`config.mk`:
```
export PLATFORM = sky130hd
export DESIGN_NAME = dram_normal_mode_sequencer
export DESIGN_NICKNAME = d
export VERILOG_FILES = /design/src/dram_seq_pkg.sv /design/src/dram_addr_mux.sv /design/src/dram_normal_mode_sequencer.sv /design/src/lane_steer.sv
export VERILOG_INCLUDE_DIRS = /design/src
export SDC_FILE = /design/constraint.sdc
export NUM_CORES = 1
export LEC_CHECK = 0
export ABC_AREA = 0
export BUFFER_PORTS_ARGS = -buffer_cell sky130_fd_sc_hd__buf_4
export CAP_MARGIN = 15
export CORE_MARGIN = 8
export CORE_UTILIZATION = 30
export DETAILED_ROUTE_END_ITERATION = 8
export PLACE_DENSITY_LB_ADDON = 0.1
export SLEW_MARGIN = 20
export SYNTH_ARGS = -nofsm -noshare
export SYNTH_HDL_FRONTEND = slang
export SYNTH_SLANG_ARGS = --single-unit
export TNS_END_PERCENT = 30
```
`constraint.sdc`:
```
create_clock -name clk -period 5.29 [get_ports clk]
set_clock_uncertainty 0.05 [all_clocks]
set_input_delay 0.7935 -clock clk [delete_from_list [all_inputs] [get_ports clk]]
set_output_delay 0.7935 -clock clk [all_outputs]
set_load 0.1 [all_outputs]
```
`src/dram_seq_map.svh`:
```
`ifndef DRAM_SEQ_MAP_SVH
`define DRAM_SEQ_MAP_SVH

// ==========================================================
// register offsets (byte addresses on the register port)
`define REG_BANK0_CTRL   4'h0
`define REG_BANK1_CTRL   4'h4
`define REG_TIMING       4'h8
`define REG_STATUS       4'hC

// ==========================================================
// field positions and reset values
`define CTRL_PORT_LSB    0
`define CTRL_PAGE_LSB    2
`define CTRL_RESET       4'h0
`define TIM_RCD_LSB      0
`define TIM_CAS_LSB      2
`define TIM_RP_LSB       4
`define TIM_RESET        6'h00

// ==========================================================
// timing counts and address layout
// whole clocks of precharge before the next row cycle of a burst; the strobe then
// asserts half a clock into that cycle, which makes 1.5 clocks in all
`define RP_BASE_CLKS     3'h1
`define ROW_ADDR_LSB     9
`define DRAM_ADDR_W      19
`define PAGE_TAG_W       23

`endif

```
`src/dram_seq_pkg.sv`:
```
package dram_seq_pkg;

  // ========================================================
  // sequencer states, gray coded along the access path except the precharge to row step
  typedef enum logic [2:0] {
    ST_IDLE = 3'h0,
    ST_ROW  = 3'h1,
    ST_COL  = 3'h3,
    ST_ACK  = 3'h2,
    ST_PRE  = 3'h6
  } seq_state_t;

  // ========================================================
  // operand size codes as driven on transfer_size_code
  typedef enum logic [1:0] {
    SZ_LONG = 2'h0,
    SZ_BYTE = 2'h1,
    SZ_WORD = 2'h2,
    SZ_LINE = 2'h3
  } size_code_t;

  typedef enum logic [1:0] {
    PORT_32 = 2'h0,
    PORT_8  = 2'h1,
    PORT_16 = 2'h2
  } port_size_t;

  typedef enum logic [1:0] {
    PAGE_512 = 2'h0,
    PAGE_1K  = 2'h1,
    PAGE_2K  = 2'h2
  } page_size_t;

endpackage

```
`src/dram_addr_mux.sv`:
```
`timescale 1ns/1ps
`include "dram_seq_map.svh"

module dram_addr_mux (
  // transfer address and bank setup
  input  wire logic [31:0]                   addr,
  input  wire dram_seq_pkg::page_size_t      page_size,
  input  wire dram_seq_pkg::port_size_t      port_size,
  // multiplexed address values
  output logic      [`DRAM_ADDR_W-1:0]       row_addr,
  output logic      [`DRAM_ADDR_W-1:0]       col_addr,
  output logic      [`PAGE_TAG_W-1:0]        page_tag
);
  import dram_seq_pkg::*;

  logic [10:0] page_mask;
  logic [10:0] page_off;
  logic [10:0] col_raw;

  // ========================================================
  // page offset bits, scaled by port width
  always_comb begin
    case (page_size)
      PAGE_1K: page_mask = 11'h3FF;
      PAGE_2K: page_mask = 11'h7FF;
      default: page_mask = 11'h1FF;
    endcase
  end

  assign page_off = addr[10:0] & page_mask;
  assign col_raw  = (port_size == PORT_8)  ? page_off :
                    (port_size == PORT_16) ? (page_off >> 1) : (page_off >> 2);
  assign row_addr = addr[27:`ROW_ADDR_LSB];
  assign col_addr = {8'h00, col_raw};
  // page tag keeps bits 31 down to 9, 10 or 11
  assign page_tag = addr[31:`ROW_ADDR_LSB] & {21'h1FFFFF, ~page_mask[10:9]};

endmodule // dram_addr_mux

```
`src/dram_normal_mode_sequencer.sv`:
```
// The plain strobed port and the register addresses were chosen for this implementation.
`timescale 1ns/1ps
`include "dram_seq_map.svh"
// Notes on behaviour
// - every transfer drives a new row then a new column address
// - row address, row strobe, column address, column strobe, then both negate
// - operand within port width is one nonburst access opened by transfer start
// - wait for the bank's precharge; another bank is not delayed
// - fastest nonburst takes three clocks plus 2.5 clocks precharge before the same bank; timing register slows
// - wider operand splits into port-wide segments, transfer start only once
// - each later burst segment waits out precharge after the previous one
// - fastest burst: three clocks first segment, four clocks each later one
// - size code 1 for byte, 0 for longword, from the first clock
// - write indicator high for reads, low for writes, from the first clock
// - fixed edge sequence: row, strobe, column, strobe, acknowledge, capture and negate
// - next nonburst to the same bank starts no earlier than the sixth edge
// - 8-bit port uses top byte lane and only the lowest column strobe
// - 16-bit burst write uses upper half and two low strobes, precharge between
// - after the last write segment the whole data bus is released
// - reads and writes share timing; only the data driver differs
// - page size alone selects the page address bits; port width only scales the column address
// - page size codes 0,1,2 compare bits 31 down to 9, 10, 11
// - size code 2 for a word operand

module dram_normal_mode_sequencer (
  // clock and reset
  input  wire  logic                       clk,
  input  wire  logic                       arst_n,
  // register port
  input  wire  logic [3:0]                 reg_addr,
  input  wire  logic [31:0]                reg_wdata,
  input  wire  logic                       reg_wr,
  input  wire  logic                       reg_rd,
  output logic       [31:0]                reg_rdata,
  // core request side
  input  wire  logic                       req,
  input  wire  logic                       req_bank,
  input  wire  logic [31:0]                req_addr,
  input  wire  logic                       req_write,
  input  wire  dram_seq_pkg::size_code_t   req_size,
  input  wire  logic [31:0]                req_wdata,
  output logic                             transfer_start_n,
  output logic                             transfer_ack_n,
  output logic [31:0]                      rd_data,
  output logic                             rd_valid,
  output logic                             busy,
  // dram pins
  output logic [`DRAM_ADDR_W-1:0]          dram_addr,
  output logic [1:0]                       ras_n,
  output logic [3:0]                       cas_n,
  output logic                             dram_write_indicator,
  output dram_seq_pkg::size_code_t         transfer_size_code,
  input  wire  logic [31:0]                d_in,
  output logic [31:0]                      d_out,
  output logic [3:0]                       d_oe
);
  import dram_seq_pkg::*;

  localparam int NBANK = 2;

  // ========================================================
  // declarations
  seq_state_t               state_r, state_nxt;
  logic [3:0]               bank_control_reg [NBANK];
  logic [5:0]               dram_timing_reg;
  logic [1:0]               wcnt_r;
  logic                     cur_bank_r;
  logic [31:0]              addr_r;
  logic                     write_r;
  logic [4:0]               segs_left_r;
  logic [1:0]               wbytes_r;
  logic [31:0]              wsh_r;
  logic [31:0]              rsh_r;
  logic [2:0]               prech_r [NBANK];
  logic [NBANK-1:0]         ras_hold_r, ras_fall_r;
  logic [3:0]               cas_hold_r, cas_fall_r;
  logic [`PAGE_TAG_W-1:0]   last_tag_r;
  logic                     page_hit_r;
  logic [31:0]              reg_rdata_r;
  logic                     ts_n_r, ack_n_r, rd_valid_r, busy_r, dwi_r;
  logic [31:0]              rd_data_r;
  logic [`DRAM_ADDR_W-1:0]  dram_addr_r;
  logic [3:0]               d_oe_r;
  size_code_t               size_r;

  // ========================================================
  // decode and selection
  wire         start_w     = (state_r == ST_IDLE) && req && (prech_r[req_bank] == 3'h0);
  wire         seg_end_w   = (state_r == ST_ACK);
  wire         last_seg_w  = (segs_left_r == 5'h01);
  wire         sel_bank_w  = (state_r == ST_IDLE) ? req_bank : cur_bank_r;
  wire  [1:0]  rcd_w       = dram_timing_reg[`TIM_RCD_LSB +: 2];
  wire  [1:0]  casw_w      = dram_timing_reg[`TIM_CAS_LSB +: 2];
  wire  [1:0]  rpx_w       = dram_timing_reg[`TIM_RP_LSB +: 2];
  wire  [2:0]  prech_load_w = `RP_BASE_CLKS + {1'b0, rpx_w};
  wire  [3:0]  sel_ctrl_w  = bank_control_reg[sel_bank_w];
  port_size_t  sel_port_w;
  page_size_t  sel_page_w;
  assign sel_port_w = port_size_t'(sel_ctrl_w[`CTRL_PORT_LSB +: 2]);
  assign sel_page_w = page_size_t'(sel_ctrl_w[`CTRL_PAGE_LSB +: 2]);

  logic [3:0]               cas_mask_w, lane_oe_w;
  logic [2:0]               port_bytes_w;
  logic [4:0]               seg_count_w;
  logic [31:0]              wr_shifted_w, rd_merged_w;
  logic [`DRAM_ADDR_W-1:0]  row_w, col_w;
  logic [`PAGE_TAG_W-1:0]   tag_w;

  wire  [31:0] addr_inc_w  = addr_r + {29'h0, port_bytes_w};
  wire  [31:0] addr_sel_w  = (state_r == ST_IDLE) ? req_addr : (seg_end_w ? addr_inc_w : addr_r);
  wire  [2:0]  wb_sum_w    = {1'b0, wbytes_r} + port_bytes_w;
  wire         word_done_w = wb_sum_w[2] || last_seg_w;
  wire         enter_row_w = (state_nxt == ST_ROW) && (state_r != ST_ROW);
  wire         enter_col_w = (state_nxt == ST_COL) && (state_r != ST_COL);
  wire         enter_pre_w = (state_nxt == ST_PRE) && (state_r != ST_PRE);

  wire         hit_bank0_w = (reg_addr == `REG_BANK0_CTRL);
  wire         hit_bank1_w = (reg_addr == `REG_BANK1_CTRL);
  wire         hit_tim_w   = (reg_addr == `REG_TIMING);
  wire         hit_stat_w  = (reg_addr == `REG_STATUS);
  wire  [31:0] rd_mux_w    = hit_bank0_w ? {28'h0, bank_control_reg[0]} :
                             hit_bank1_w ? {28'h0, bank_control_reg[1]} :
                             hit_tim_w   ? {26'h0, dram_timing_reg} :
                             hit_stat_w  ? {26'h0, page_hit_r, cur_bank_r, busy_r, state_r} : 32'h0;

  // ========================================================
  // helpers
  dram_addr_mux u_addr_mux (
    .addr      (addr_sel_w),
    .page_size (sel_page_w),
    .port_size (sel_port_w),
    .row_addr  (row_w),
    .col_addr  (col_w),
    .page_tag  (tag_w)
  );

  lane_steer u_lane (
    .port_size  (sel_port_w),
    .op_size    (req_size),
    .wr_word    (wsh_r),
    .rd_word    (rsh_r),
    .d_in       (d_in),
    .cas_mask   (cas_mask_w),
    .lane_oe    (lane_oe_w),
    .port_bytes (port_bytes_w),
    .seg_count  (seg_count_w),
    .wr_shifted (wr_shifted_w),
    .rd_merged  (rd_merged_w)
  );

  // ========================================================
  // state machine
  always_comb begin
    state_nxt = state_r;
    case (state_r)
      ST_IDLE: if (start_w) begin
        state_nxt = ST_ROW;
      end
      ST_ROW:  if (wcnt_r == rcd_w) begin
        state_nxt = ST_COL;
      end
      ST_COL:  if (wcnt_r == casw_w) begin
        state_nxt = ST_ACK;
      end
      ST_ACK:  state_nxt = last_seg_w ? ST_IDLE : ST_PRE;
      // strobe asserts half a clock after this, which meets precharge
      ST_PRE:  if (prech_r[cur_bank_r] <= 3'h1) begin
        state_nxt = ST_ROW;
      end
      default: state_nxt = ST_IDLE;
    endcase
  end

  always_ff @(posedge clk or negedge arst_n) begin
    if (!arst_n) begin
      state_r <= ST_IDLE;
      wcnt_r  <= 2'h0;
    end else begin
      state_r <= state_nxt;
      wcnt_r  <= (state_nxt != state_r) ? 2'h0 : wcnt_r + 2'h1;
    end
  end

  // ========================================================
  // transfer context
  always_ff @(posedge clk or negedge arst_n) begin
    if (!arst_n) begin
      cur_bank_r  <= 1'b0;
      addr_r      <= 32'h0;
      write_r     <= 1'b0;
      segs_left_r <= 5'h00;
      wbytes_r    <= 2'h0;
      size_r      <= SZ_LONG;
      dwi_r       <= 1'b1;
      last_tag_r  <= '0;
      page_hit_r  <= 1'b0;
    end else if (start_w) begin
      cur_bank_r  <= req_bank;
      addr_r      <= req_addr;
      write_r     <= req_write;
      segs_left_r <= seg_count_w;
      wbytes_r    <= 2'h0;
      size_r      <= req_size;
      dwi_r       <= ~req_write;
      last_tag_r  <= tag_w;
      page_hit_r  <= (tag_w == last_tag_r);
    end else if (seg_end_w) begin
      addr_r      <= addr_inc_w;
      segs_left_r <= segs_left_r - 5'h01;
      wbytes_r    <= wb_sum_w[1:0];
    end
  end

  // ========================================================
  // per bank precharge tracking and row strobes
  genvar b;
  generate
    for (b = 0; b < NBANK; b++) begin : g_bank
      wire ctrl_wr_w = reg_wr && (reg_addr[3:2] == 2'(b));
      wire mine_w    = (cur_bank_r == 1'(b));

      always_ff @(posedge clk or negedge arst_n) begin
        if (!arst_n) begin
          bank_control_reg[b] <= `CTRL_RESET;
        end else if (ctrl_wr_w) begin
          bank_control_reg[b] <= reg_wdata[3:0];
        end
      end

      // only the bank just closed waits; the other runs at once
      always_ff @(posedge clk or negedge arst_n) begin
        if (!arst_n) begin
          prech_r[b] <= 3'h0;
        end else if (seg_end_w && mine_w) begin
          prech_r[b] <= prech_load_w;
        end else if (prech_r[b] != 3'h0) begin
          prech_r[b] <= prech_r[b] - 3'h1;
        end
      end

      always_ff @(posedge clk or negedge arst_n) begin
        if (!arst_n) begin
          ras_hold_r[b] <= 1'b0;
        end else if (enter_row_w && (sel_bank_w == 1'(b))) begin
          ras_hold_r[b] <= 1'b1;
        end else if (seg_end_w && mine_w) begin
          ras_hold_r[b] <= 1'b0;
        end
      end
    end
  endgenerate

  // ========================================================
  // falling edge stage: strobes assert half a clock after arming
  always_ff @(negedge clk or negedge arst_n) begin
    if (!arst_n) begin
      ras_fall_r <= '0;
      cas_fall_r <= 4'h0;
    end else begin
      ras_fall_r <= ras_hold_r;
      cas_fall_r <= cas_hold_r;
    end
  end

  // ========================================================
  // column strobes, address pins and handshake
  always_ff @(posedge clk or negedge arst_n) begin
    if (!arst_n) begin
      cas_hold_r  <= 4'h0;
      dram_addr_r <= '0;
      ts_n_r      <= 1'b1;
      ack_n_r     <= 1'b1;
      busy_r      <= 1'b0;
    end else begin
      if (enter_col_w) begin
        cas_hold_r <= cas_mask_w;
      end else if (seg_end_w) begin
        cas_hold_r <= 4'h0;
      end
      if (enter_row_w || enter_pre_w) begin
        dram_addr_r <= row_w;
      end else if (enter_col_w) begin
        dram_addr_r <= col_w;
      end
      ts_n_r  <= ~(start_w);
      ack_n_r <= ~(state_nxt == ST_ACK);
      busy_r  <= (state_nxt != ST_IDLE);
    end
  end

  // ========================================================
  // data path: writes drive from the column cycle on, reads merge at the end
  always_ff @(posedge clk or negedge arst_n) begin
    if (!arst_n) begin
      wsh_r      <= 32'h0;
      rsh_r      <= 32'h0;
      d_oe_r     <= 4'h0;
      rd_data_r  <= 32'h0;
      rd_valid_r <= 1'b0;
    end else begin
      rd_valid_r <= 1'b0;
      if (start_w) begin
        wsh_r <= req_wdata;
        rsh_r <= 32'h0;
      end else if (seg_end_w) begin
        wsh_r <= wb_sum_w[2] ? req_wdata : wr_shifted_w;
        rsh_r <= wb_sum_w[2] ? 32'h0 : rd_merged_w;
      end
      if (enter_col_w && write_r) begin
        d_oe_r <= lane_oe_w;
      end else if (seg_end_w && last_seg_w) begin
        d_oe_r <= 4'h0;
      end
      if (seg_end_w && !write_r && word_done_w) begin
        rd_data_r  <= rd_merged_w;
        rd_valid_r <= 1'b1;
      end
    end
  end

  // ========================================================
  // register port
  always_ff @(posedge clk or negedge arst_n) begin
    if (!arst_n) begin
      dram_timing_reg <= `TIM_RESET;
      reg_rdata_r     <= 32'h0;
    end else begin
      if (reg_wr && hit_tim_w) begin
        dram_timing_reg <= reg_wdata[5:0];
      end
      reg_rdata_r <= reg_rd ? rd_mux_w : 32'h0;
    end
  end

  // ========================================================
  // outputs
  assign reg_rdata            = reg_rdata_r;
  assign transfer_start_n     = ts_n_r;
  assign transfer_ack_n       = ack_n_r;
  assign rd_data              = rd_data_r;
  assign rd_valid             = rd_valid_r;
  assign busy                 = busy_r;
  assign dram_addr            = dram_addr_r;
  // assert on the falling edge, negate on the rising edge
  assign ras_n                = ~(ras_hold_r & ras_fall_r);
  assign cas_n                = ~(cas_hold_r & cas_fall_r);
  assign dram_write_indicator = dwi_r;
  assign transfer_size_code   = size_r;
  assign d_out                = wsh_r;
  assign d_oe                 = d_oe_r;

endmodule // dram_normal_mode_sequencer

```
`src/lane_steer.sv`:
```
`timescale 1ns/1ps

module lane_steer (
  // port and operand
  input  wire dram_seq_pkg::port_size_t port_size,
  input  wire dram_seq_pkg::size_code_t op_size,
  // data words
  input  wire logic [31:0]              wr_word,
  input  wire logic [31:0]              rd_word,
  input  wire logic [31:0]              d_in,
  // steering results
  output logic      [3:0]               cas_mask,
  output logic      [3:0]               lane_oe,
  output logic      [2:0]               port_bytes,
  output logic      [4:0]               seg_count,
  output logic      [31:0]              wr_shifted,
  output logic      [31:0]              rd_merged
);
  import dram_seq_pkg::*;

  logic [4:0] op_bytes;
  logic [4:0] segs_raw;

  // ========================================================
  // lanes: narrow ports sit on the top of the data bus
  always_comb begin
    case (port_size)
      PORT_8: begin
        cas_mask   = 4'h1;
        port_bytes = 3'h1;
        wr_shifted = {wr_word[23:0], 8'h00};
        rd_merged  = {rd_word[23:0], d_in[31:24]};
        segs_raw   = op_bytes;
      end
      PORT_16: begin
        cas_mask   = 4'h3;
        port_bytes = 3'h2;
        wr_shifted = {wr_word[15:0], 16'h0000};
        rd_merged  = {rd_word[15:0], d_in[31:16]};
        segs_raw   = op_bytes >> 1;
      end
      default: begin
        cas_mask   = 4'hF;
        port_bytes = 3'h4;
        wr_shifted = wr_word;
        rd_merged  = d_in;
        segs_raw   = op_bytes >> 2;
      end
    endcase
  end

  always_comb begin
    case (op_size)
      SZ_BYTE: op_bytes = 5'h01;
      SZ_WORD: op_bytes = 5'h02;
      SZ_LINE: op_bytes = 5'h10;
      default: op_bytes = 5'h04;
    endcase
  end

  assign lane_oe   = {cas_mask[0], cas_mask[1], cas_mask[2], cas_mask[3]};
  // operand no wider than the port is one nonburst segment
  assign seg_count = (segs_raw == 5'h00) ? 5'h01 : segs_raw;

endmodule // lane_steer

```
==> results.json <==
{
  "drt_wl_total_mm": 38.9,
  "worstSetupPathType": "flop to primary output",
  "placementRows": 72,
  "status": "complete, no violations",
  "cts_root_buffer": "clkbuf_16",
  "dr.pass1.iters": 5,
  "die_area_mm2": 0.0458,
  "cts_tree": "done",
  "synthFlopType": "dfrtp_1",
  "drc": 0,
  "synth_top_family_by_area": "compound AO/OA/AOI/OAI gates",
  "worst_slew_pin_slew_ns": 0.993,
  "fin_setup_tns_ns": 0,
  "async_flop_share": 1.00,
  "critPathMaxFanout": 2,
  "yosysTopAreaCell": "dfrtp_1",
  "finalHoldViolCount": 0,
  "fin_nets": 1650,
  "grt_pass1_vias": 9957,
  "dp_hpwl_mm": 27.9,
  "crit_slowest_cell": "dfrtn_1",
  "ys_warn_count": 0,
  "synth.area.top_cells": "dfrtp_1 (46%), nand2_1 (6.5%), o21ai_0 (5.1%), a21oi_1 (4.7%), nor2_1 (4.2%)",
  "clk_latency_ns": 0.57,
  "synth_compound_area_frac": 0.195,
  "initial_core_util": 0.304,
  "synth-simple-area-share": 0.163,
  "num_vias": 9881,
  "slowest_delay_ns": 0.32,
  "hold_path_class": "primary input to async pin",
  "cp-end-kind": "primary output",
  "rsz0062_at_grt": "false",
  "path_cells": "nand2_1, buf_4",
  "start_kind": "flop",
  "max_slew_margin": 0.338,
  "critPathRequiredTime_ns": 4.45,
  "place.gp.congestion": 0.829,
  "ys_ff_latch": 223,
  "wl_per_cell_um": 19.2,
  "antenna_found_initial": 1,
  "antenna_left": 0,
  "syn_area_per_cell_um2": 9.04,
  "drv_cap": 0,
  "report.final.slew_viol_count": 0,
  "fp.dieH_um": 214,
  "synthAdderAreaFrac": 0.0194,
  "ys_types": 71,
  "drive_gt1_frac": 0.223,
  "synth-xor-area-share": 0.0477,
  "area_growth_pct": 26.0,
  "cp.arrival_ns": 3.88,
  "grt_start_max_net_pins": 75,
  "cts_made_buffers": 29,
  "die_w_um": 214,
  "ys_seq_area_frac": 0.475,
  "clk_pin_slew_ns": 0.06,
  "htreeDepth": 1,
  "synth_top_area_share": 0.458,
  "cts_setup_buffers": 0,
  "via_per_inst": 4.87,
  "grt_remaining_overflow": 0,
  "post_cts_resized": 0,
  "reg2reg_from": "state_r[1]",
  "core-area_mm2": 0.0386,
  "startpoint": "cas_fall_r[2]",
  "synth_mux_area_frac": 0.0434,
  "clock_path_buffers": 3,
  "numClockSinks": 223,
  "io_buffers": 220,
  "ctsHoldBuffers": 0,
  "synth_edf_count": 0,
  "insertedDiodeCount": 0,
  "grt_use_total": 0.165,
  "ioPinCount": 273,
  "grt_pass1_wl_mm": 61.0,
  "syn_inst": 1301,
  "drtIter0Drc": 567,
  "synth_area_mm2": 0.0118,
  "setup_viol": 0
}
==> cell usage after synthesis, types with 3 or more instances <==
cell and instances:
dfstp_2 3, o2111ai_1 4, xnor2_1 33, o211ai_1 6
a211oi_1 16, o31ai_1 4, and4_1 4, a21o_1 7
nand4_1 16, buf_4 29, dfrtn_1 5, o221ai_1 8
dfrtp_1 215, mux2_2 16, o22ai_1 4, clkbuf_1 70
inv_1 33, a31oi_1 13, a21oi_1 111, o21a_1 3
nand3_1 19, nand2_1 204, buf_1 3, and2_1 6
nand2b_1 10, nor3_1 7, a22o_1 9, a2111oi_2 3
nor4_1 7, nor2_1 132, xor2_1 31, a31o_2 7
ha_1 15, mux2i_1 33, buf_2 6, and3_1 13
a22oi_1 33, o41ai_1 4, o21ai_0 119
==> final timing paths <==
| check | to | slack, ns | cells past startpoint |
|---|---|---|---|
| hold reg to reg | d_out[29] | 0.43 | 2 |
| setup reg to reg | page_hit_r | 0.74 | 15 |
| setup / recovery | cas_n[2] | 0.57 | 2 |
| hold / removal | addr_r[20] | 0.07 | 1 |
| max in group asynchronous | ras_fall_r[0] | 2.16 | 1 |
| min in group clk | dram_write_indicator | 0.34 | 2 |
==> final cells by class <==
type,instances,area (um^2)
inverter,34,128
clock buffer,43,858
sequential,223,5580
multi-input combinational,960,5630
tap,518,648
clock inverter,9,126
fill,4031,23800
timing repair buffer,244,1840
==> cell usage in the layout (no fill, tap or decap), drive strengths merged, types with 33 or more instances in the layout <==
master	count
mux2i	33
inv	35
a21oi	112
xnor2	33
o21ai	120
nand2	204
a22oi	33
nor2	133
dfrtp	215
clkbuf	43
buf	244
==> critical path: cells and delay by family, from the launching register on <==
| kind | cells | cell delay [ns] |
|---|---|---|
| buffers and inverters | 1 | 0.29 |
| AND/OR/NAND/NOR | 1 | 0.08 |
| flip-flops | 1 | 0.32 |
==> metrics by stage <==
stage | utilization | hold WS [ns] | cells | cell area (um^2) | worst slack [ns]
after global placement | 0.358 | 0.413 | 1979 | 13800 | 0.719
after detailed placement | 0.358 | 0.421 | 1979 | 13800 | 0.659
after global routing | 0.383 | 0.0865 | 2031 | 14800 | 0.384
after CTS | 0.383 | 0.0806 | 2031 | 14800 | 0.534
after floorplan | - | 0.400 | 1326 | 11800 | 0.405
final | 0.383 | 0.0720 | 2031 | 14800 | 0.567
==> routing by layer <==
metal	global-route usage	wire length, um	vias up
met3	0.0403	2190	41
met5	0	13	-
met1	0.225	18100	4756
li1	-	-	4866
met2	0.263	17900	216
met4	0.0324	734	2
==> kinds of logic (layout without fill, tap and decap cells) <==
family          after synthesis  count (layout)
mux                          49              49
compound gates              368             368
fa+ha+maj                    17              17
xor+xnor                     64              64
flops                       223             223
simple gates                436             436
other cells                   1              26
buf+inv                     143             330
Power is not shown: default switching activity piles up to over one toggle a cycle in this logic, so the estimate is an artifact.
